### src/logic/dwl_params.svh
// Constants for the write leveling and calibration pattern block.
// Assumes inclusion by logic/dwl_pkg.sv and the design module only.
`ifndef DWL_PARAMS_SVH
`define DWL_PARAMS_SVH

// ----------------------------------------------------------------
// Mode register fields (address bit positions)
// ----------------------------------------------------------------
`define DWL_LVL_EN_BIT 7
`define DWL_QOFF_BIT 12
`define DWL_PAT_EN_BIT 2
`define DWL_BURST_OTF_BIT 0
`define DWL_BURST_CHOP_BIT 12
`define DWL_NIBBLE_BIT 2

// ----------------------------------------------------------------
// Register map (byte addresses on the register bus)
// ----------------------------------------------------------------
`define DWL_REG_CTRL 8'h00
`define DWL_REG_STAT 8'h04
`define DWL_REG_LVL 8'h08
`define DWL_REG_PAT 8'h0C

// ----------------------------------------------------------------
// Reset values, timing and calibration pattern words
// ----------------------------------------------------------------
`define DWL_CTRL_RESET 32'h0000_0000
`define DWL_MODE_UPDATE_NS 15
`define DWL_LVL_OUT_NS 9
`define DWL_CLK_NS 25
`define DWL_MODE_UPDATE_CYC (((`DWL_MODE_UPDATE_NS) + (`DWL_CLK_NS) - 1) / (`DWL_CLK_NS))
`define DWL_LVL_OUT_CYC (((`DWL_LVL_OUT_NS) / (`DWL_CLK_NS)) < 1 ? 1 : ((`DWL_LVL_OUT_NS) / (`DWL_CLK_NS)))
`define DWL_PATTERN_LOC0 8'hAA
`define DWL_PATTERN_RSVD 8'h00

`endif

### src/logic/dwl_pkg.sv
// Types shared by the write leveling and calibration pattern block.
// Assumes dwl_params.svh is on the include path.
`include "dwl_params.svh"

package dwl_pkg;

    typedef enum logic [2:0] {
        CMD_NOP = 3'b000,
        CMD_MODE_SET = 3'b001,
        CMD_READ = 3'b010,
        CMD_READ_AP = 3'b011,
        CMD_WRITE = 3'b100,
        CMD_OTHER = 3'b101
    } dwl_cmd_t;

    typedef enum logic [1:0] {
        ST_NORMAL = 2'b00,
        ST_LEVEL = 2'b01,
        ST_PATTERN = 2'b10
    } dwl_mode_t;

    typedef struct packed {
        dwl_mode_t mode;
        logic [15:0] lvl_reg;
        logic [15:0] pat_reg;
        logic [15:0] burst_reg;
        logic [7:0] upd_cnt;
        logic odt_ok;
        logic sampled_once;
        logic fb_level;
        logic [7:0] fb_cnt;
        logic fb_out;
        logic [7:0] rl_cnt;
        logic rd_pend;
        logic [7:0] rd_word;
        logic [2:0] rd_pos;
        logic [3:0] rd_left;
        logic [7:0] dq_o;
        logic dq_oe;
        logic dqs_term;
        logic undef_dq;
        logic [31:0] ctrl;
        logic [31:0] rdata;
        logic rvalid;
        logic bvalid;
        logic [1:0] rresp;
        logic [1:0] bresp;
        logic protocol_err;
        logic aw_hold;
        logic w_hold;
        logic [7:0] aw_addr;
        logic [31:0] w_data;
        logic [3:0] w_strb;
        logic [1:0] dqs_sync;
        logic dqs_prev;
        logic [1:0] ck_sync;
        logic [1:0] odt_sync;
    } dwl_state_t;

endpackage

### src/logic/dwl_core.sv
// Write leveling feedback and calibration pattern readout of the memory device.
// Assumes commands arrive decoded on the device clock and strobe/clock/termination pins are asynchronous.
//
// Chosen here: the AXI4-Lite interface to the registers and the address map.
`timescale 1ns/10ps
`default_nettype none
`include "dwl_params.svh"

module dwl_core
    import dwl_pkg::*;
#(
    parameter int unsigned READ_LATENCY = 6,
    parameter bit FEEDBACK_ALL = 1'b0
) (
    input wire logic ref_clk, // Device clock.
    input wire logic resetn, // Synchronous reset, active low.
    input wire dwl_cmd_t cmd, // Decoded command, one cycle.
    input wire logic [1:0] cmd_reg_sel, // Mode register selected by a mode-set.
    input wire logic [15:0] cmd_addr, // Address bits of the command.
    input wire logic dqs_in, // Strobe pin.
    input wire logic ck_level, // Differential clock level as a pin input.
    input wire logic odt_in, // Termination pin.
    output logic [7:0] dq_o, // Data pin output value.
    output logic dq_oe, // Data pin output enable.
    output logic dq_undefined, // Data pins are in undefined drive state.
    output logic dqs_term_on, // Strobe-pair termination applied.
    output logic dq_term_on, // Data termination applied.
    output logic precharge_req, // Auto precharge request to the array.
    output logic array_access, // Read or write goes to the array.
    output logic cmd_illegal, // Pulse: forbidden command seen.
    input wire logic [7:0] s_axi_awaddr, // Write address.
    input wire logic s_axi_awvalid, // Write address valid.
    output logic s_axi_awready, // Write address ready.
    input wire logic [31:0] s_axi_wdata, // Write data.
    input wire logic [3:0] s_axi_wstrb, // Write strobes.
    input wire logic s_axi_wvalid, // Write data valid.
    output logic s_axi_wready, // Write data ready.
    output logic [1:0] s_axi_bresp, // Write response.
    output logic s_axi_bvalid, // Write response valid.
    input wire logic s_axi_bready, // Write response ready.
    input wire logic [7:0] s_axi_araddr, // Read address.
    input wire logic s_axi_arvalid, // Read address valid.
    output logic s_axi_arready, // Read address ready.
    output logic [31:0] s_axi_rdata, // Read data.
    output logic [1:0] s_axi_rresp, // Read response.
    output logic s_axi_rvalid, // Read data valid.
    input wire logic s_axi_rready // Read data ready.
);

    localparam logic [7:0] MODE_UPD = 8'(`DWL_MODE_UPDATE_CYC);
    localparam logic [7:0] LVL_OUT = 8'(`DWL_LVL_OUT_CYC);
    localparam logic [7:0] RL = 8'(READ_LATENCY);
    localparam logic [1:0] SEL_BURST = 2'h0;
    localparam logic [1:0] SEL_LVL = 2'h1;
    localparam logic [1:0] SEL_PAT = 2'h3;

    dwl_state_t q, d;
    logic dqs_rise;
    logic is_read;
    logic chop;
    logic [7:0] pat_word;

    // ----------------------------------------------------------------
    // Next-state logic
    // ----------------------------------------------------------------
    always_comb begin
        d = q;
        dqs_rise = q.dqs_sync[1] && !q.dqs_prev;
        is_read = (cmd == CMD_READ) || (cmd == CMD_READ_AP);
        cmd_illegal = 1'b0;
        d.dqs_sync = {q.dqs_sync[0], dqs_in};
        d.dqs_prev = q.dqs_sync[1];
        d.ck_sync = {q.ck_sync[0], ck_level};
        d.odt_sync = {q.odt_sync[0], odt_in};
        if (q.upd_cnt != 8'h00) begin
            d.upd_cnt = q.upd_cnt - 8'h01;
        end
        if (q.mode == ST_LEVEL && q.upd_cnt == 8'h01) begin
            d.odt_ok = 1'b1;
        end
        if (q.mode == ST_NORMAL && q.upd_cnt == 8'h01) begin
            d.undef_dq = 1'b0;
        end
        // Mode-set handling.
        if (cmd == CMD_MODE_SET) begin
            if (cmd_reg_sel == SEL_LVL) begin
                if (q.mode == ST_PATTERN) begin
                    cmd_illegal = 1'b1;
                end else begin
                    d.lvl_reg = cmd_addr;
                    d.upd_cnt = MODE_UPD;
                    if (cmd_addr[`DWL_LVL_EN_BIT]) begin
                        if (q.mode == ST_NORMAL) begin
                            d.mode = ST_LEVEL;
                            d.odt_ok = 1'b0;
                            d.sampled_once = 1'b0;
                            d.undef_dq = 1'b1;
                        end
                    end else begin
                        d.mode = ST_NORMAL;
                        d.odt_ok = 1'b0;
                        d.undef_dq = (q.mode == ST_LEVEL) || q.undef_dq;
                    end
                end
            end else if (cmd_reg_sel == SEL_PAT && q.mode != ST_LEVEL) begin
                d.pat_reg = cmd_addr;
                d.mode = cmd_addr[`DWL_PAT_EN_BIT] ? ST_PATTERN : ST_NORMAL;
            end else if (cmd_reg_sel == SEL_BURST && q.mode == ST_NORMAL) begin
                d.burst_reg = cmd_addr;
            end else begin
                cmd_illegal = 1'b1;
            end
        end else if (cmd != CMD_NOP) begin
            if (q.mode == ST_LEVEL || (q.mode == ST_PATTERN && !is_read)) begin
                cmd_illegal = 1'b1;
            end
        end
        // Leveling: sample clock on each rising strobe.
        if (q.mode == ST_LEVEL) begin
            if (dqs_rise) begin
                d.fb_level = q.ck_sync[1];
                d.fb_cnt = LVL_OUT;
                d.sampled_once = 1'b1;
                d.undef_dq = 1'b0;
            end else if (q.fb_cnt != 8'h00) begin
                d.fb_cnt = q.fb_cnt - 8'h01;
                if (q.fb_cnt == 8'h01) begin
                    d.fb_out = q.fb_level;
                end
            end
            if (q.sampled_once) begin
                d.dq_o = FEEDBACK_ALL ? {8{d.fb_out}} : {7'h00, d.fb_out};
            end
            d.dq_oe = 1'b1;
            d.dqs_term = q.odt_ok && q.odt_sync[1];
        end else begin
            d.dqs_term = q.odt_sync[1];
            // The burst logic below raises the enable on beats only, never while the latency counts.
            d.dq_oe = 1'b0;
        end
        // Pattern read: latency then burst.
        chop = !cmd_addr[`DWL_BURST_CHOP_BIT] && q.burst_reg[`DWL_BURST_OTF_BIT];
        unique case (q.pat_reg[1:0])
            2'b00: pat_word = `DWL_PATTERN_LOC0;
            default: pat_word = `DWL_PATTERN_RSVD;
        endcase
        if (q.mode == ST_PATTERN && is_read) begin
            d.rd_pend = 1'b1;
            d.rl_cnt = RL;
            d.rd_word = pat_word;
            d.rd_pos = (chop && cmd_addr[`DWL_NIBBLE_BIT]) ? 3'd4 : 3'd0;
            d.rd_left = chop ? 4'd4 : 4'd8;
        end else if (q.rd_pend) begin
            d.rl_cnt = q.rl_cnt - 8'h01;
            if (q.rl_cnt == 8'h01) begin
                d.rd_pend = 1'b0;
            end
        end
        if (!q.rd_pend && q.rd_left != 4'h0 && q.mode != ST_LEVEL) begin
            d.dq_o = FEEDBACK_ALL ? {8{q.rd_word[q.rd_pos]}} : {7'h00, q.rd_word[q.rd_pos]};
            d.dq_oe = 1'b1;
            d.rd_pos = q.rd_pos + 3'd1;
            d.rd_left = q.rd_left - 4'h1;
        end
        if (cmd_illegal) begin
            d.protocol_err = 1'b1;
        end
        // Register bus.
        if (s_axi_awvalid && !q.aw_hold) begin
            d.aw_hold = 1'b1;
            d.aw_addr = s_axi_awaddr;
        end
        if (s_axi_wvalid && !q.w_hold) begin
            d.w_hold = 1'b1;
            d.w_data = s_axi_wdata;
            d.w_strb = s_axi_wstrb;
        end
        if (q.aw_hold && q.w_hold && !q.bvalid) begin
            d.aw_hold = 1'b0;
            d.w_hold = 1'b0;
            d.bvalid = 1'b1;
            d.bresp = 2'b00;
            if (q.aw_addr == `DWL_REG_CTRL) begin
                for (int i = 0; i < 4; i++) begin
                    if (q.w_strb[i]) begin
                        d.ctrl[i*8 +: 8] = q.w_data[i*8 +: 8];
                    end
                end
            end else if (q.aw_addr == `DWL_REG_STAT) begin
                if (q.w_strb[0] && q.w_data[0] && !cmd_illegal) begin
                    d.protocol_err = 1'b0;
                end
            end else if (q.aw_addr != `DWL_REG_LVL && q.aw_addr != `DWL_REG_PAT) begin
                d.bresp = 2'b10;
            end
        end else if (q.bvalid && s_axi_bready) begin
            d.bvalid = 1'b0;
        end
        if (s_axi_arvalid && !q.rvalid) begin
            d.rvalid = 1'b1;
            d.rresp = 2'b00;
            unique case (s_axi_araddr)
                `DWL_REG_CTRL: d.rdata = q.ctrl;
                `DWL_REG_STAT: d.rdata = {24'h00_0000, q.fb_out, q.undef_dq, q.odt_ok, q.dqs_term,
                                          q.rd_pend, q.mode, q.protocol_err};
                `DWL_REG_LVL: d.rdata = {16'h0000, q.lvl_reg};
                `DWL_REG_PAT: d.rdata = {16'h0000, q.pat_reg};
                default: begin
                    d.rdata = 32'h0000_0000;
                    d.rresp = 2'b10;
                end
            endcase
        end else if (q.rvalid && s_axi_rready) begin
            d.rvalid = 1'b0;
        end
    end

    // ----------------------------------------------------------------
    // State register
    // ----------------------------------------------------------------
    always_ff @(posedge ref_clk) begin
        if (!resetn) begin
            q <= '0;
        end else begin
            q <= d;
        end
    end

    // ----------------------------------------------------------------
    // Outputs
    // ----------------------------------------------------------------
    assign dq_o = q.dq_o;
    assign dq_oe = q.dq_oe && !q.ctrl[0];
    assign dq_undefined = q.undef_dq;
    assign dqs_term_on = q.dqs_term;
    assign dq_term_on = (q.mode != ST_LEVEL) && q.odt_sync[1] && q.ctrl[1];
    assign precharge_req = (cmd == CMD_READ_AP) && (q.mode == ST_NORMAL);
    assign array_access = (cmd == CMD_READ || cmd == CMD_READ_AP || cmd == CMD_WRITE)
                          && (q.mode == ST_NORMAL);
    assign s_axi_awready = !q.aw_hold;
    assign s_axi_wready = !q.w_hold;
    assign s_axi_bvalid = q.bvalid;
    assign s_axi_bresp = q.bresp;
    assign s_axi_arready = !q.rvalid;
    assign s_axi_rvalid = q.rvalid;
    assign s_axi_rdata = q.rdata;
    assign s_axi_rresp = q.rresp;
endmodule
`default_nettype wire

### config.mk
export PLATFORM = sky130hd
export DESIGN_NAME = dwl_core
export DESIGN_NICKNAME = d
export VERILOG_FILES = /design/src/logic/dwl_pkg.sv /design/src/logic/dwl_core.sv
export VERILOG_INCLUDE_DIRS = /design/src /design/src/logic
export SDC_FILE = /design/constraint.sdc
export NUM_CORES = 1
export LEC_CHECK = 0
export BUFFER_PORTS_ARGS = -buffer_cell sky130_fd_sc_hd__buf_2
export CORE_MARGIN = 4
export CORE_UTILIZATION = 40
export DETAILED_ROUTE_END_ITERATION = 7
export PLACE_DENSITY = 0.66
export SLEW_MARGIN = 30
export SYNTH_ARGS = -nofsm -noshare
export SYNTH_HDL_FRONTEND = slang
export SYNTH_SLANG_ARGS = --single-unit
### constraint.sdc
create_clock -name ref_clk -period 2.6 [get_ports ref_clk]
set_clock_uncertainty 0.15 [all_clocks]
set_input_delay 0.39 -clock ref_clk [delete_from_list [all_inputs] [get_ports ref_clk]]
set_output_delay 0.39 -clock ref_clk [all_outputs]
set_load 0.005 [all_outputs]
==> reports/qor.yml <==
run_status:
  outcome: "finished clean"
power_and_ir_drop:
  peakVddDrop_v: 0.000313
  intPower_uw: 4890
  leakagePower_uw: 0.00405
  sequentialPowerShare: 0.487
  p_sw_uw: 1880
  comb_power_share: 0.146
  p_per_area_mw_per_mm2: 712
  clkPwrFrac: 0.367
  netSwitchingFraction: 0.278
clock_tree:
  cts_tree: "done"
  clock-root-buffer: "clkbuf_16"
  post_cts_buffers: 0
  ctsLongestPathBuffers: 2
  ctsHoldBuffers: 0
  clk_pin_slew_ns: 0.07
  htreeDepth: 4
  clock_latency_ns: 0.43
  cts_made_buffers: 17
  numClockSinks: 196
critical_path:
  cp.arrival_ns: 1.81
  critPathKind: "reg -> out"
  crit_required_ns: 2.06
  critPathLaunchType: "register"
  crit_fanout: 14
  endpoint_kind: "output pin"
floorplanning:
  io_pins: 139
  start_util: 0.407
  dieArea_mm2: 0.0230
  die_w_um: 152
  die_y_um: 152
  rows: 52
  coreArea_mm2: 0.0203
placed_design:
  globalplace.congestion: 0.834
  placedCellCount: 1245
  port_buffers: 129
  hpwl_um: 13600
layout:
  layout_common_cells: "dfxtp_1 (194), nand2_1 (129), nor2_1 (129), buf_2 (129), a21oi_1 (69)"
  fin_nets: 1086
  instances_no_fill: 1278
  n_fill_cell: 2002
  area_growth_pct: 15.1
  final_common_cell: "dfxtp_1"
  drive_gt1_frac: 0.225
drt:
  vias: 6328
  wl_um: 19400
  viasPerCell: 4.95
  drc: 0
  first_pass_iters: 5
  drtIter0Drc: 277
  wire_per_inst_um: 15.1
  ant_nets: 0
synthesis:
  yosysSeqAreaShare: 0.475
  synthFlopType: "dfxtp_1"
  synth.cell_area_mm2: 0.00827
  synth_area_per_cell_um2: 9.08
  async_flop_share: 0
  ys_types: 65
  synthCells: 910
  synth_edf_count: 0
  ys_seq_elements: 196
  ys.warnings.count: 0
sta:
  fmax_mhz: 426
  rsz0062_at_grt: "no"
  finalCritPeriodShare: 0.903
  hold_viol_final: 0
  relSlewSlack: 0.565
  slew_viol_final: 0
  setup_tns_ns: 0
  worst_pin_slew_ns: 0.647
  setup_violations: 0
  min_period_ns: 2.35
flow_run:
  maxCapViolations: 0
grt:
  grt_pass1_vias: 5977
  grt_pass1_wl_um: 30600
  antenna_found_initial: 0
  grt_max_degree: 101
  overflow: 0
  grt_use_total: 0.168
worst_hold_path:
  hold_class: "in -> reg"
power by group through the flow:
stage	Sequential, uW	Clock (uW)	Combinational (uW)
global route	3320	2680	1110
CTS	3300	2550	994
floorplan	3330	0	751
detailed placement	3370	0	987
global placement	3370	0	969
finish	3300	2490	988
stage by stage:
stage / power (uW) / setup slack, ns / instance area [um2] / hold WS, ns / util
after floorplan: 4080 / 0.646 / 8300 / 0.262 / -
after global placement: 4330 / 0.488 / 8940 / 0.270 / 0.440
after detailed placement: 4360 / 0.433 / 8940 / 0.271 / 0.440
after CTS: 6850 / 0.0906 / 9500 / 0.00192 / 0.468
after global routing: 7120 / 0.113 / 9510 / 0.00237 / 0.469
final: 6780 / 0.253 / 9520 / 0.0177 / 0.469
state kept, by name (all words and copies together) (netlist names):
name and cells:
s_axi_bvalid 1, s_axi_rvalid 1, q 153, dq_undefined 1, dq_o 1, s_axi_rresp 1, dqs_term_on 1, s_axi_bresp 1
d 4, s_axi_rdata 32
what timing repair did:
item,4_1_cts,5_1_grt
setup endpoints to repair,1,1
gates resized for setup,1,3
cloned,0,0
final cells by class:
class                           count  area, um2  share of cell area
Timing Repair Buffer              153        838              0.0881
Clock inverter                     14        118              0.0124
Multi-Input combinational cell    610       3790               0.399
Sequential cell                   196       3930               0.413
Antenna cell                        1       2.50            0.000263
Tap cell                          270        338              0.0355
Clock buffer                       18        439              0.0461
Inverter                           16       62.6             0.00657
critical path, stage by stage (launching register included):
cell and delay, ns:
dfxtp_2 0.41, nor4_4 0.35, a211oi_1 0.10, or3_1 0.37, buf_2 0.15
cells by family after synthesis:
kind of cell | synth area share
AO/OA/AOI/OAI | 0.119
XOR/XNOR | 0.0159
flip-flops | 0.475
AND/OR/NAND/NOR | 0.198
other | 0.000454
multiplexers | 0.106
adder cells (fa/ha/maj) | 0.0136
buffers and inverters | 0.0734
cell usage after synthesis, types with 9 or more instances:
library cell | number | area, um2
a22oi_1 | 32 | 240
a21oi_1 | 69 | 345
dfxtp_1 | 196 | 3920
mux2i_1 | 58 | 581
inv_1 | 15 | 56.3
clkbuf_1 | 42 | 158
xnor2_1 | 11 | 96.3
o21ai_0 | 11 | 55.1
nor2_1 | 129 | 484
ha_1 | 9 | 113
mux2_2 | 10 | 113
buf_4 | 48 | 360
nand2_1 | 129 | 484
metal layers:
metal | vias to the layer above | wire length, um | track usage
met5 | - | 0 | 0
met4 | 0 | 311 | 0.0512
met3 | 19 | 932 | 0.0422
met1 | 2953 | 9320 | 0.228
met2 | 116 | 8790 | 0.265
li1 | 3240 | - | -
final timing paths:
| check | start | to | slack, ns | cells past startpoint |
|---|---|---|---|---|
| min reg2reg | d[3] | q[3] | 0.28 | 1 |
| min | odt_in | d[1] | 0.02 | 2 |
| max reg2reg | q[227] | q[137] | 0.54 | 4 |
| max | q[227] | cmd_illegal | 0.25 | 4 |
Note: power is estimated with default switching activity, not from simulation.
